$ cat config.mk
export PLATFORM = sky130hd
export DESIGN_NAME = ufc_flow_ctrl
export DESIGN_NICKNAME = d
export VERILOG_FILES = /design/src/common/ufc_pkg.sv /design/src/hdl/ufc_flow_ctrl.sv
export VERILOG_INCLUDE_DIRS = /design/src /design/src/common
export SDC_FILE = /design/constraint.sdc
export NUM_CORES = 1
export LEC_CHECK = 0
export BUFFER_PORTS_ARGS = -buffer_cell sky130_fd_sc_hd__buf_4
export CAP_MARGIN = 40
export CORE_MARGIN = 5
export CORE_UTILIZATION = 47
export CTS_CLUSTER_DIAMETER = 40
export DETAILED_ROUTE_END_ITERATION = 8
export PLACE_DENSITY = 0.87
export SKIP_LAST_GASP = 1
export SLEW_MARGIN = 20
export SYNTH_ARGS = -nofsm -noshare
export SYNTH_HDL_FRONTEND = slang
export SYNTH_SLANG_ARGS = --single-unit
$ cat constraint.sdc
create_clock -name pclk -period 2.6 [get_ports pclk]
set_clock_uncertainty 0.15 [all_clocks]
set_input_delay 0.13 -clock pclk [delete_from_list [all_inputs] [get_ports pclk]]
set_output_delay 0.13 -clock pclk [all_outputs]
set_load 0.02 [all_outputs]
$ cat src/common/ufc_map.svh
`ifndef UFC_MAP_SVH
`define UFC_MAP_SVH

// Register byte offsets on APB
`define UFC_OFF_CONTROL   12'h000
`define UFC_OFF_P2_HIGH   12'h004
`define UFC_OFF_P2_LOW    12'h008
`define UFC_OFF_STATUS    12'h00c

// Control register fields
`define UFC_CTL_FLOW_LSB  0
`define UFC_CTL_MODE_LSB  4

// Reset values
`define UFC_RST_CONTROL   8'h00
`define UFC_RST_P2_HIGH   1'b0
`define UFC_RST_P2_LOW    8'h00

// Flow selection codes
`define UFC_FLOW_OFF      2'b00
`define UFC_FLOW_HW       2'b10

// Receive FIFO depth
`define UFC_FIFO_DEPTH    2'd2

`endif

$ cat src/common/ufc_pkg.sv
package ufc_pkg;

	typedef enum logic [3:0]
	{
		UFC_MODE_ASYNC8   = 4'h0,
		UFC_MODE_ASYNC7   = 4'h1,
		UFC_MODE_ASYNC_P  = 4'h2,
		UFC_MODE_ADDRESS  = 4'h4,
		UFC_MODE_LIN_SLV  = 4'hb,
		UFC_MODE_LIN_MST  = 4'hc,
		UFC_MODE_DMX      = 4'ha,
		UFC_MODE_DALI     = 4'h8
	} ufc_mode_e;

	typedef enum logic [1:0]
	{
		UFC_TX_IDLE = 2'b00,
		UFC_TX_BUSY = 2'b01
	} ufc_tx_state_e;

endpackage

$ cat src/hdl/ufc_flow_ctrl.sv
// Our own choices: the APB slave port and the register offsets.
`timescale 1ns/1ns
// What this block does
// - No flow control in LIN, DALI or DMX modes.
// - Hardware or XON/XOFF flow chosen by a two-bit flow select field.
// - Flow select of 00 disables all flow control.
// - Flow select of 10 enables hardware handshake.
// - Acts as DTE: request-to-send output, clear-to-send input, both active low.
// - Line driver enable high only while a character is being sent.
// - Request-to-send asserted low while the receive FIFO is empty.
// - After a receive, request-to-send stays high until FIFO is fully empty.
// - Clear-to-send loss mid-character finishes it, blocks the next one.
// - Second FIFO location accepts a character while request-to-send is high.
// - DMX mode: parameter two is first channel address of receive block.
// - DALI mode: parameter two is idle threshold in half-bit periods.
// - Address mode: low byte is own address; LIN slave mode uses the low byte as transmit byte count.
`include "ufc_map.svh"

module ufc_flow_ctrl
(
	input  wire logic        pclk,
	input  wire logic        presetn,
	input  wire logic        psel,
	input  wire logic        penable,
	input  wire logic        pwrite,
	input  wire logic [11:0] paddr,
	input  wire logic [31:0] pwdata,
	output logic      [31:0] prdata,
	output logic             pready,
	output logic             pslverr,
	input  wire logic        cts_n_pin,
	output logic             rts_n,
	output logic             line_driver_enable,
	input  wire logic        tx_char_pending,
	input  wire logic        tx_char_done,
	output logic             tx_char_start,
	input  wire logic        rx_char_valid,
	output logic             rx_char_accept,
	input  wire logic        rx_buffer_read,
	output logic [8:0]       dmx_first_address,
	output logic [7:0]       lin_tx_byte_count,
	output logic [8:0]       dali_idle_half_bits,
	output logic [7:0]       own_address
);

	// ---------------------------------------------------------------
	// Registers
	// ---------------------------------------------------------------
	logic [7:0]              uart_control_two_q;
	logic                    param_two_high_q;
	logic [7:0]              param_two_low_q;
	logic [1:0]              fifo_count_q;
	logic                    cts_meta_q;
	logic                    cts_sync_q;
	ufc_pkg::ufc_tx_state_e  tx_state_q;

	logic [1:0]              flow_select;
	ufc_pkg::ufc_mode_e      mode;
	logic [8:0]              parameter_two;
	logic                    flow_allowed;
	logic                    hw_flow;
	logic                    wr_en;
	logic                    rd_en;
	logic                    fifo_push;
	logic                    fifo_pop;
	logic                    wr_control;
	logic                    wr_p2_high;
	logic                    wr_p2_low;
	logic [31:0]             status_word;
	logic [31:0]             read_word;
	logic [1:0]              fifo_count_d;
	logic                    rts_n_d;
	logic                    cts_ok;
	ufc_pkg::ufc_tx_state_e  tx_state_d;
	logic                    lde_d;

	// ---------------------------------------------------------------
	// Mode decoding
	// ---------------------------------------------------------------
	// Framed modes run their own line protocol and never use flow control
	function automatic logic is_framed_mode(input ufc_pkg::ufc_mode_e m);
		case (m)
			ufc_pkg::UFC_MODE_LIN_SLV,
			ufc_pkg::UFC_MODE_LIN_MST,
			ufc_pkg::UFC_MODE_DALI,
			ufc_pkg::UFC_MODE_DMX:  is_framed_mode = 1'b1;
			default:                is_framed_mode = 1'b0;
		endcase
	endfunction

	// Parameter two reaches a mode's output only while that mode is selected
	function automatic logic [8:0] param_for(input ufc_pkg::ufc_mode_e m,
		input ufc_pkg::ufc_mode_e owner, input logic [8:0] value);
		param_for = (m == owner) ? value : 9'h000;
	endfunction

	assign flow_select   = uart_control_two_q[`UFC_CTL_FLOW_LSB +: 2];
	assign mode          = ufc_pkg::ufc_mode_e'(uart_control_two_q[`UFC_CTL_MODE_LSB +: 4]);
	assign parameter_two = {param_two_high_q, param_two_low_q};

	assign flow_allowed = !is_framed_mode(mode);
	// XON/XOFF (flow select 01) is accepted but left to software: no pin effect
	assign hw_flow = flow_allowed && (flow_select == `UFC_FLOW_HW);

	// ---------------------------------------------------------------
	// APB slave
	// ---------------------------------------------------------------
	assign pready  = 1'b1;
	assign pslverr = 1'b0;
	assign wr_en   = psel && penable && pwrite;
	assign rd_en   = psel && !pwrite;

	// Writes land at the access edge; unmapped offsets are ignored
	assign wr_control = wr_en && paddr == `UFC_OFF_CONTROL;
	assign wr_p2_high = wr_en && paddr == `UFC_OFF_P2_HIGH;
	assign wr_p2_low  = wr_en && paddr == `UFC_OFF_P2_LOW;

	always_ff @(posedge pclk or negedge presetn)
	begin
		if (!presetn)
			uart_control_two_q <= `UFC_RST_CONTROL;
		else if (wr_control)
			uart_control_two_q <= pwdata[7:0];
	end

	always_ff @(posedge pclk or negedge presetn)
	begin
		if (!presetn)
			param_two_high_q <= `UFC_RST_P2_HIGH;
		else if (wr_p2_high)
			param_two_high_q <= pwdata[0];
	end

	always_ff @(posedge pclk or negedge presetn)
	begin
		if (!presetn)
			param_two_low_q <= `UFC_RST_P2_LOW;
		else if (wr_p2_low)
			param_two_low_q <= pwdata[7:0];
	end

	// Status word: fifo count, synced clear-to-send, request-to-send, transmitter busy
	assign status_word = {27'h000_0000, tx_state_q == ufc_pkg::UFC_TX_BUSY, rts_n, cts_sync_q,
		fifo_count_q};

	// Read data is picked in the setup phase and held through the access phase
	always_comb
	begin
		case (paddr)
			`UFC_OFF_CONTROL: read_word = {24'h00_0000, uart_control_two_q};
			`UFC_OFF_P2_HIGH: read_word = {31'h0000_0000, param_two_high_q};
			`UFC_OFF_P2_LOW:  read_word = {24'h00_0000, param_two_low_q};
			`UFC_OFF_STATUS:  read_word = status_word;
			default:          read_word = 32'h0000_0000;
		endcase
	end

	always_ff @(posedge pclk or negedge presetn)
	begin
		if (!presetn)
			prdata <= 32'h0000_0000;
		else if (rd_en && !penable)
			prdata <= read_word;
	end

	// ---------------------------------------------------------------
	// Clear-to-send synchroniser
	// ---------------------------------------------------------------
	// Both flops reset to the released level so no false clearance follows reset
	always_ff @(posedge pclk or negedge presetn)
	begin
		if (!presetn)
		begin
			cts_meta_q <= 1'b1;
			cts_sync_q <= 1'b1;
		end
		else
		begin
			cts_meta_q <= cts_n_pin;
			cts_sync_q <= cts_meta_q;
		end
	end

	assign cts_ok = !hw_flow || !cts_sync_q;

	// ---------------------------------------------------------------
	// Transmit gating
	// ---------------------------------------------------------------
	// With hardware flow on, a character may start only while the far receiver clears us to send
	assign tx_char_start = (tx_state_q == ufc_pkg::UFC_TX_IDLE) && tx_char_pending && cts_ok;

	// Busy runs from the start edge to the edge that sees done; clear-to-send
	// falling meanwhile does not cut the character short
	always_comb
	begin
		tx_state_d = tx_state_q;
		case (tx_state_q)
			ufc_pkg::UFC_TX_IDLE:
				if (tx_char_start)
					tx_state_d = ufc_pkg::UFC_TX_BUSY;
			ufc_pkg::UFC_TX_BUSY:
				if (tx_char_done)
					tx_state_d = ufc_pkg::UFC_TX_IDLE;
			default:
				tx_state_d = ufc_pkg::UFC_TX_IDLE;
		endcase
	end

	assign lde_d = tx_state_d == ufc_pkg::UFC_TX_BUSY;

	always_ff @(posedge pclk or negedge presetn)
	begin
		if (!presetn)
			tx_state_q <= ufc_pkg::UFC_TX_IDLE;
		else
			tx_state_q <= tx_state_d;
	end

	always_ff @(posedge pclk or negedge presetn)
	begin
		if (!presetn)
			line_driver_enable <= 1'b0;
		else
			line_driver_enable <= lde_d;
	end

	// ---------------------------------------------------------------
	// Receive FIFO occupancy and request-to-send
	// ---------------------------------------------------------------
	// Both locations accept regardless of request-to-send
	assign rx_char_accept = fifo_count_q != `UFC_FIFO_DEPTH || rx_buffer_read;
	assign fifo_push      = rx_char_valid && rx_char_accept;
	assign fifo_pop       = rx_buffer_read && fifo_count_q != 2'd0;

	// Occupancy never passes two: a full FIFO takes a character only beside a read
	always_comb
	begin
		case ({fifo_push, fifo_pop})
			2'b10:   fifo_count_d = fifo_count_q + 2'd1;
			2'b01:   fifo_count_d = fifo_count_q - 2'd1;
			default: fifo_count_d = fifo_count_q;
		endcase
	end

	always_ff @(posedge pclk or negedge presetn)
	begin
		if (!presetn)
			fifo_count_q <= 2'd0;
		else
			fifo_count_q <= fifo_count_d;
	end

	// Request-to-send follows the occupancy after this edge: it rises with the
	// first character taken and falls only once every location is free again
	assign rts_n_d = hw_flow && fifo_count_d != 2'd0;

	always_ff @(posedge pclk or negedge presetn)
	begin
		if (!presetn)
			rts_n <= 1'b1;
		else
			rts_n <= rts_n_d;
	end

	// ---------------------------------------------------------------
	// Parameter two by mode
	// ---------------------------------------------------------------
	// Outputs for modes that are not selected stay at zero
	always_ff @(posedge pclk or negedge presetn)
	begin
		if (!presetn)
			dmx_first_address <= 9'h000;
		else
			dmx_first_address <= param_for(mode, ufc_pkg::UFC_MODE_DMX, parameter_two);
	end

	always_ff @(posedge pclk or negedge presetn)
	begin
		if (!presetn)
			lin_tx_byte_count <= 8'h00;
		else
			lin_tx_byte_count <= (mode == ufc_pkg::UFC_MODE_LIN_SLV) ? param_two_low_q
				: 8'h00;
	end

	always_ff @(posedge pclk or negedge presetn)
	begin
		if (!presetn)
			dali_idle_half_bits <= 9'h000;
		else
			dali_idle_half_bits <= param_for(mode, ufc_pkg::UFC_MODE_DALI, parameter_two);
	end

	always_ff @(posedge pclk or negedge presetn)
	begin
		if (!presetn)
			own_address <= 8'h00;
		else
			own_address <= (mode == ufc_pkg::UFC_MODE_ADDRESS) ? param_two_low_q
				: 8'h00;
	end

endmodule

==> impl_metrics.json, run 1 <==
{
  "clockRootBuffer": "clkbuf_8",
  "gp_congestion": 0.7660,
  "cell_at_the_slowest_stage_of_the_critical_path": "dlygate4sd3_1",
  "grt_max_degree": 68,
  "power_frac_clock": 0.388,
  "preCtsSetupSlack_ns": 0.3525,
  "finish.instance_area_um2": 3779,
  "highest_clock_rate_mhz": 474.3,
  "avgSynthCellArea_um2": 12.71,
  "grt_antenna_before_repair": 0,
  "clock_tree_from_tritoncts": "done",
  "finalNetCount": 378,
  "final_common_cell": "buf_4",
  "instances_no_fill": 403,
  "globalRouteMet3Util": 0.03669,
  "setup_viol": 0,
  "design.die.area_um2": 7712,
  "grt_most_used_layer": "met2",
  "synthesized_flop_and_latch_total": 67,
  "instance_count_of_the_mapped_netlist": 224,
  "dr_total_vias": 2000,
  "critPathCaptureType": "flop",
  "yosysSeqAreaShare": 0.5903,
  "timing.hold.ws_ns": 0.01122,
  "dp_cells": 373,
  "grt_setup_unrepaired": "false",
  "irDropWorstVdd_mv": 0.3226,
  "slew-limit-headroom": 0.5630,
  "critPathLaunchType": "flop",
  "setup.worst_path.class": "reg2reg",
  "worst_slack_ns": 0.4915,
  "design.portCount": 126,
  "wl_per_cell_um": 15.82,
  "cts_resized": 0,
  "chip_height_um": 87.82,
  "overall_routing_resource_usage": 0.1729,
  "synth_cell_type_count": 37,
  "ratio_of_cells_with_drive_above_1_in_the_final_layout": 0.3720,
  "path_cells": "mux2i_1, a211oi_1, o2bb2ai_1, dlygate4sd3_1",
  "worstPathRequired_ns": 2.68,
  "initial_utilization": 0.4808,
  "routed_via_density": 4.963,
  "pwr_per_cell_area_nw_per_um2": 585.6,
  "cts.sink_count": 67,
  "floorplan.core_area_um2": 5921,
  "worst_hold_path_type": "in2async",
  "insertion_delay_ns": 0.34,
  "crit_fanout": 7,
  "max_cap_violations": 0,
  "first_global_vias": 2080,
  "power.leakage_uw": 0.001951,
  "tns_ns": 0,
  "seq_power_share": 0.496,
  "grt_util_met2": 0.2993,
  "overflow": 0,
  "met1_usage": 0.2017,
  "synth_to_layout_area_growth_pct": 32.75,
  "drtPass1Iterations": 4,
  "port_buffers": 75,
  "dp_hpwl_mm": 4.603,
  "cts_htree_levels": 3,
  "drcViolationCount": 0,
  "antenna_diode_count": 0,
  "comb_power_share": 0.116,
  "status": "completed",
  "tightest_slew_ns": 0.6464,
  "global_route_wire_length_before_repair_mm": 10.01,
  "finalHoldViolations": 0,
  "internal_power_uw": 1654,
  "mostFrequentLayoutCells": "buf_4 (80), dfrtp_1 (64), and2_1 (35)",
  "layout_min_cycle_time_ns": 2.109,
  "cts.clk_slew.worst_paths_ns": 0.08,
  "ys_dominant_reg_cell": "dfrtp_1",
  "cp_data_arrival_time_ns": 2.19,
  "min_period_over_period": 0.8110,
  "slew_viol_final": 0,
  "detail_route.iter0.violations": 110,
  "cts_max_path_buffers": 2,
  "fp-row-count": 28,
  "synth-async-reset-ratio": 1.000,
  "detailed_place.area_um2": 3418,
  "x_dimension_of_the_die_um": 87.82,
  "fraction_of_power_spent_switching_nets": 0.2525,
  "max_stage_delay_ns": 0.56,
  "netSwitchingPower_uw": 558.7,
  "ys_warn_count": 0,
  "tritoncts.num_buffers": 9,
  "syn-cell-area_um2": 2846,
  "edff_count_synth": 0,
  "routed_wl_mm": 6.375,
  "postRouteAntennaNets": 0
}
[cells by family after synthesis]
| logic type | share of synthesized area |
|---|---|
| and+or+nand+nor | 0.1802 |
| DFF | 0.5903 |
| buffers and inverters | 0.07868 |
| AOI/OAI and AO/OA | 0.03869 |
| muxes | 0.09275 |
| xor gates and xnor gates | 0.01231 |
| adders and majority gates | 0.004395 |
| other | 0.002638 |
[power groups by stage]
stage	Clock, uW	Sequential, uW	Combinational (uW)
floorplan	0	1110	182
global placement	0	1110	227
detailed placement	0	1120	234
CTS	875	1100	252
global route	916	1100	283
finish	858	1100	257
[worst max-delay path: cells and delay by family, from the launching register on]
family          cells  cell delay, ns
compound gates      2            0.61
buf+inv             1            0.56
flops               1            0.47
mux                 1            0.21
[stage by stage]
step                power (uW)    util
finish                    2213  0.6382
global route              2299  0.6382
CTS                       2224  0.6336
detailed placement        1350  0.5773
global placement          1342  0.5773
floorplan                 1292       -
[state kept, by name, summed over array words and instances, names as in the netlist, 2 cells and up]
name and cells:
prdata 8, lin_tx_byte_count 8, uart_control_two_q 8, fifo_count_q 2
param_two_low_q 8, dali_idle_half_bits 9, own_address 8, tx_state_q 2
dmx_first_address 9
[final timing paths]
path / from / to / slack (ns) / cells after the start
max reg2reg: uart_control_two_q[5] / line_driver_enable / 0.49 / 4
min: presetn / dmx_first_address[6] / 0.01 / 2
max: uart_control_two_q[5] / line_driver_enable / 0.49 / 4
min in group pclk: paddr[3] / prdata[6] / 0.09 / 3
min reg2reg: cts_meta_q / cts_sync_q / 0.21 / 0
max in group asynchronous: presetn / rts_n / 1.73 / 3
[what timing repair did]
| action | 4_1_cts | 5_1_grt |
|---|---|---|
| hold buffers | 13 | 0 |
| hold endpoints to repair | 84 | 0 |
| setup buffers | 0 | 0 |
[synthesized netlist by cell type (3+ instances only)]
| cell | number | area (um^2) |
|---|---|---|
| buf_4 | 26 | 195.2 |
| o21ai_0 | 8 | 40.04 |
| mux2i_1 | 5 | 50.05 |
| nor2b_1 | 4 | 25.02 |
| and2_1 | 35 | 219.0 |
| dfrtp_1 | 64 | 1602 |
| mux2_2 | 16 | 180.2 |
| or4_1 | 3 | 22.52 |
| nor4b_1 | 3 | 26.28 |
| clkbuf_1 | 3 | 11.26 |
| dfstp_2 | 3 | 78.83 |
| or3b_2 | 3 | 26.28 |
| nand2_1 | 12 | 45.04 |
| nor2_1 | 6 | 22.52 |
[layer usage]
layer	vias up	share of wire
li1	909	-
met1	985	0.38
met2	92	0.52
met3	14	0.076
met4	0	0.025
met5	-	0
[area by class of cell]
type | count | area (um^2)
Multi-Input combinational cell | 149 | 1036
Inverter | 2 | 7.507
Clock buffer | 10 | 137.6
Timing Repair Buffer | 94 | 758.2
Sequential cell | 67 | 1680
Fill cell | 455 | 2142
Clock inverter | 6 | 65.06
Tap cell | 75 | 93.84
Power figures use the tool's default switching activity.
==> inputs of run 2 (changes only) <==
==> constraint.sdc (replaced) <==
create_clock -name pclk -period 2.01 [get_ports pclk]
set_clock_uncertainty 0.15 [all_clocks]
set_input_delay 0.1005 -clock pclk [delete_from_list [all_inputs] [get_ports pclk]]
set_output_delay 0.1005 -clock pclk [all_outputs]
set_load 0.02 [all_outputs]
==> run 2 against run 1 <==
Register-to-register slack lost 0.44 ns. Clock power grew 27%. Worst setup slack lost 0.44 ns. Final cell count grew 1.5%. Utilization grew 0.87 points. Die area is the same. Combinational power grew 56%. Wire length shrank 0.53%. Hold slack gained 0.043 ns. Sequential power grew 26%. Critical path depth is the same. Critical endpoint unchanged. Highest routed layer unchanged.
==> impl_metrics.json, run 2 (synthesis results as in run 1) <==
{
  "status": "completed",
  "cp_data_arrival_time_ns": 2.03,
  "min_period_over_period": 0.9742,
  "setup.worst_path.class": "reg2reg",
  "cts.sink_count": 67,
  "power_frac_clock": 0.378,
  "fraction_of_power_spent_switching_nets": 0.2387,
  "design.die.area_um2": 7712,
  "drcViolationCount": 0,
  "grt_antenna_before_repair": 0,
  "global_route_wire_length_before_repair_mm": 10.09,
  "setup_slack_of_the_most_critical_reg_to_reg_path_ns": 0.05,
  "critPathLaunchType": "flop",
  "grt_setup_unrepaired": "false",
  "mostFrequentLayoutCells": "buf_4 (86), dfrtp_1 (64), and2_1 (35)",
  "worstPathRequired_ns": 2.08,
  "highest_clock_rate_mhz": 510.7,
  "irDropWorstVdd_mv": 0.5542,
  "floorplan.core_area_um2": 5921,
  "antenna_diode_count": 0,
  "overflow": 0,
  "seq_power_share": 0.483,
  "grt_max_degree": 68,
  "hold_path_end": "prdata[6]",
  "clock_tree_from_tritoncts": "done",
  "critical_register_to_register_path_endpoint": "line_driver_enable",
  "ratio_of_cells_with_drive_above_1_in_the_final_layout": 0.3772,
  "clockRootBuffer": "clkbuf_8",
  "port_buffers": 75,
  "synth_to_layout_area_growth_pct": 34.55,
  "overall_routing_resource_usage": 0.1741,
  "internal_power_uw": 2196,
  "initial_utilization": 0.4808,
  "x_dimension_of_the_die_um": 87.82,
  "r2r_start": "uart_control_two_q[5]",
  "final_common_cell": "buf_4",
  "finalNetCount": 385,
  "routed_wl_mm": 6.341,
  "first_global_vias": 2060,
  "cts_max_path_buffers": 2,
  "worst_hold_path_type": "in2reg",
  "routed_via_density": 4.826,
  "design.portCount": 126,
  "crit_fanout": 7,
  "slew_viol_final": 0,
  "pwr_per_cell_area_nw_per_um2": 753.0,
  "chip_height_um": 87.82,
  "insertion_delay_ns": 0.33,
  "setup_viol": 0,
  "r2r_cells": 4,
  "num-fill-cells": 449,
  "multi_input_logic_area_um2": 1041,
  "dp_hpwl_mm": 4.640,
  "final_core_util": 0.6469,
  "comb_power_share": 0.139,
  "design_power_total_uw": 2884,
  "cts_htree_levels": 3,
  "tritoncts.num_buffers": 9,
  "cts_setup_buffers": 0,
  "netSwitchingPower_uw": 688.4,
  "detail_route.iter0.violations": 135,
  "drtPass1Iterations": 5,
  "cts.clk_slew.worst_paths_ns": 0.07,
  "layout.area.seq_um2": 1680,
  "hold-path-cell-count": 4,
  "critPathCaptureType": "flop",
  "largest_registers": "dali_idle_half_bits x9, dmx_first_address x9",
  "wl_per_cell_um": 15.50,
  "worst_hold_startpoint": "penable",
  "fp-row-count": 28,
  "gp_congestion": 0.7665,
  "max_cap_violations": 0,
  "finalHoldViolations": 0,
  "power.leakage_uw": 0.001985,
  "layout_min_cycle_time_ns": 1.958,
  "postRouteAntennaNets": 0,
  "dr_total_vias": 1974
}
-- run 2: worst max-delay path by stage --
stage | startpoint | to | cells after the start
6_report | uart_control_two_q[5] | line_driver_enable | 4
2_1_floorplan | fifo_count_q[0] | rts_n | 6
3_3_place_gp | paddr[4] | param_two_low_q[7] | 5
5_1_grt | uart_control_two_q[5] | line_driver_enable | 4
3_5_place_dp | paddr[4] | param_two_low_q[3] | 5
4_1_cts | uart_control_two_q[5] | line_driver_enable | 4
-- run 2: layout make-up --
type,instances,share of cell area
multi-input cells,149,0.2718
clock inverters,2,0.009147
well taps,75,0.02450
inverters,2,0.001960
repair buffers,101,0.2123
flip-flops and latches,67,0.4387
clock buffers,13,0.04149
-- run 2: critical path, cell delays in order (launching register included) --
cell,delay (ns)
dfrtp_1,0.45
mux2i_1,0.19
a211oi_2,0.36
o2bb2ai_1,0.13
dlygate4sd3_1,0.57
-- run 2: metrics by stage --
stage                     cells  area, um^2  setup TNS (ns)  hold WS, ns  setup WS [ns]
after global placement      379        3463        -0.09765      0.06003       -0.01255
after global routing        409        3830               0      0.06013       0.005973
after detailed placement    379        3463         -0.2760      0.06206       -0.03702
final                       409        3830               0      0.05440        0.05196
after floorplan             249        2940               0      -0.3451        0.09148
after CTS                   407        3792               0      0.04915        0.02922
-- run 2: power by group through the flow --
stage | clock network (uW) | registers [uW] | logic, uW
5_1_grt | 1180 | 1400 | 441
6_report | 1090 | 1390 | 401
2_1_floorplan | 0 | 1440 | 235
4_1_cts | 1110 | 1390 | 394
3_5_place_dp | 0 | 1420 | 371
3_3_place_gp | 0 | 1420 | 353
-- run 2: repair_timing --
action | 4_1_cts | 5_1_grt
hold buffers | 13 | 1
setup endpoints to repair | 1 | 1
gates cloned | 0 | 0
pin swaps | 0 | 1
hold endpoints to repair | 84 | 7
gates resized for setup | 1 | 0
-- run 2: metal layers --
metal | vias to the layer above | GRT usage | wire, um
li1 | 925 | - | -
met1 | 966 | 0.2034 | 2362
met2 | 69 | 0.3075 | 3389
met3 | 14 | 0.03387 | 469
met4 | 0 | 0.08089 | 120
met5 | - | 0 | 0
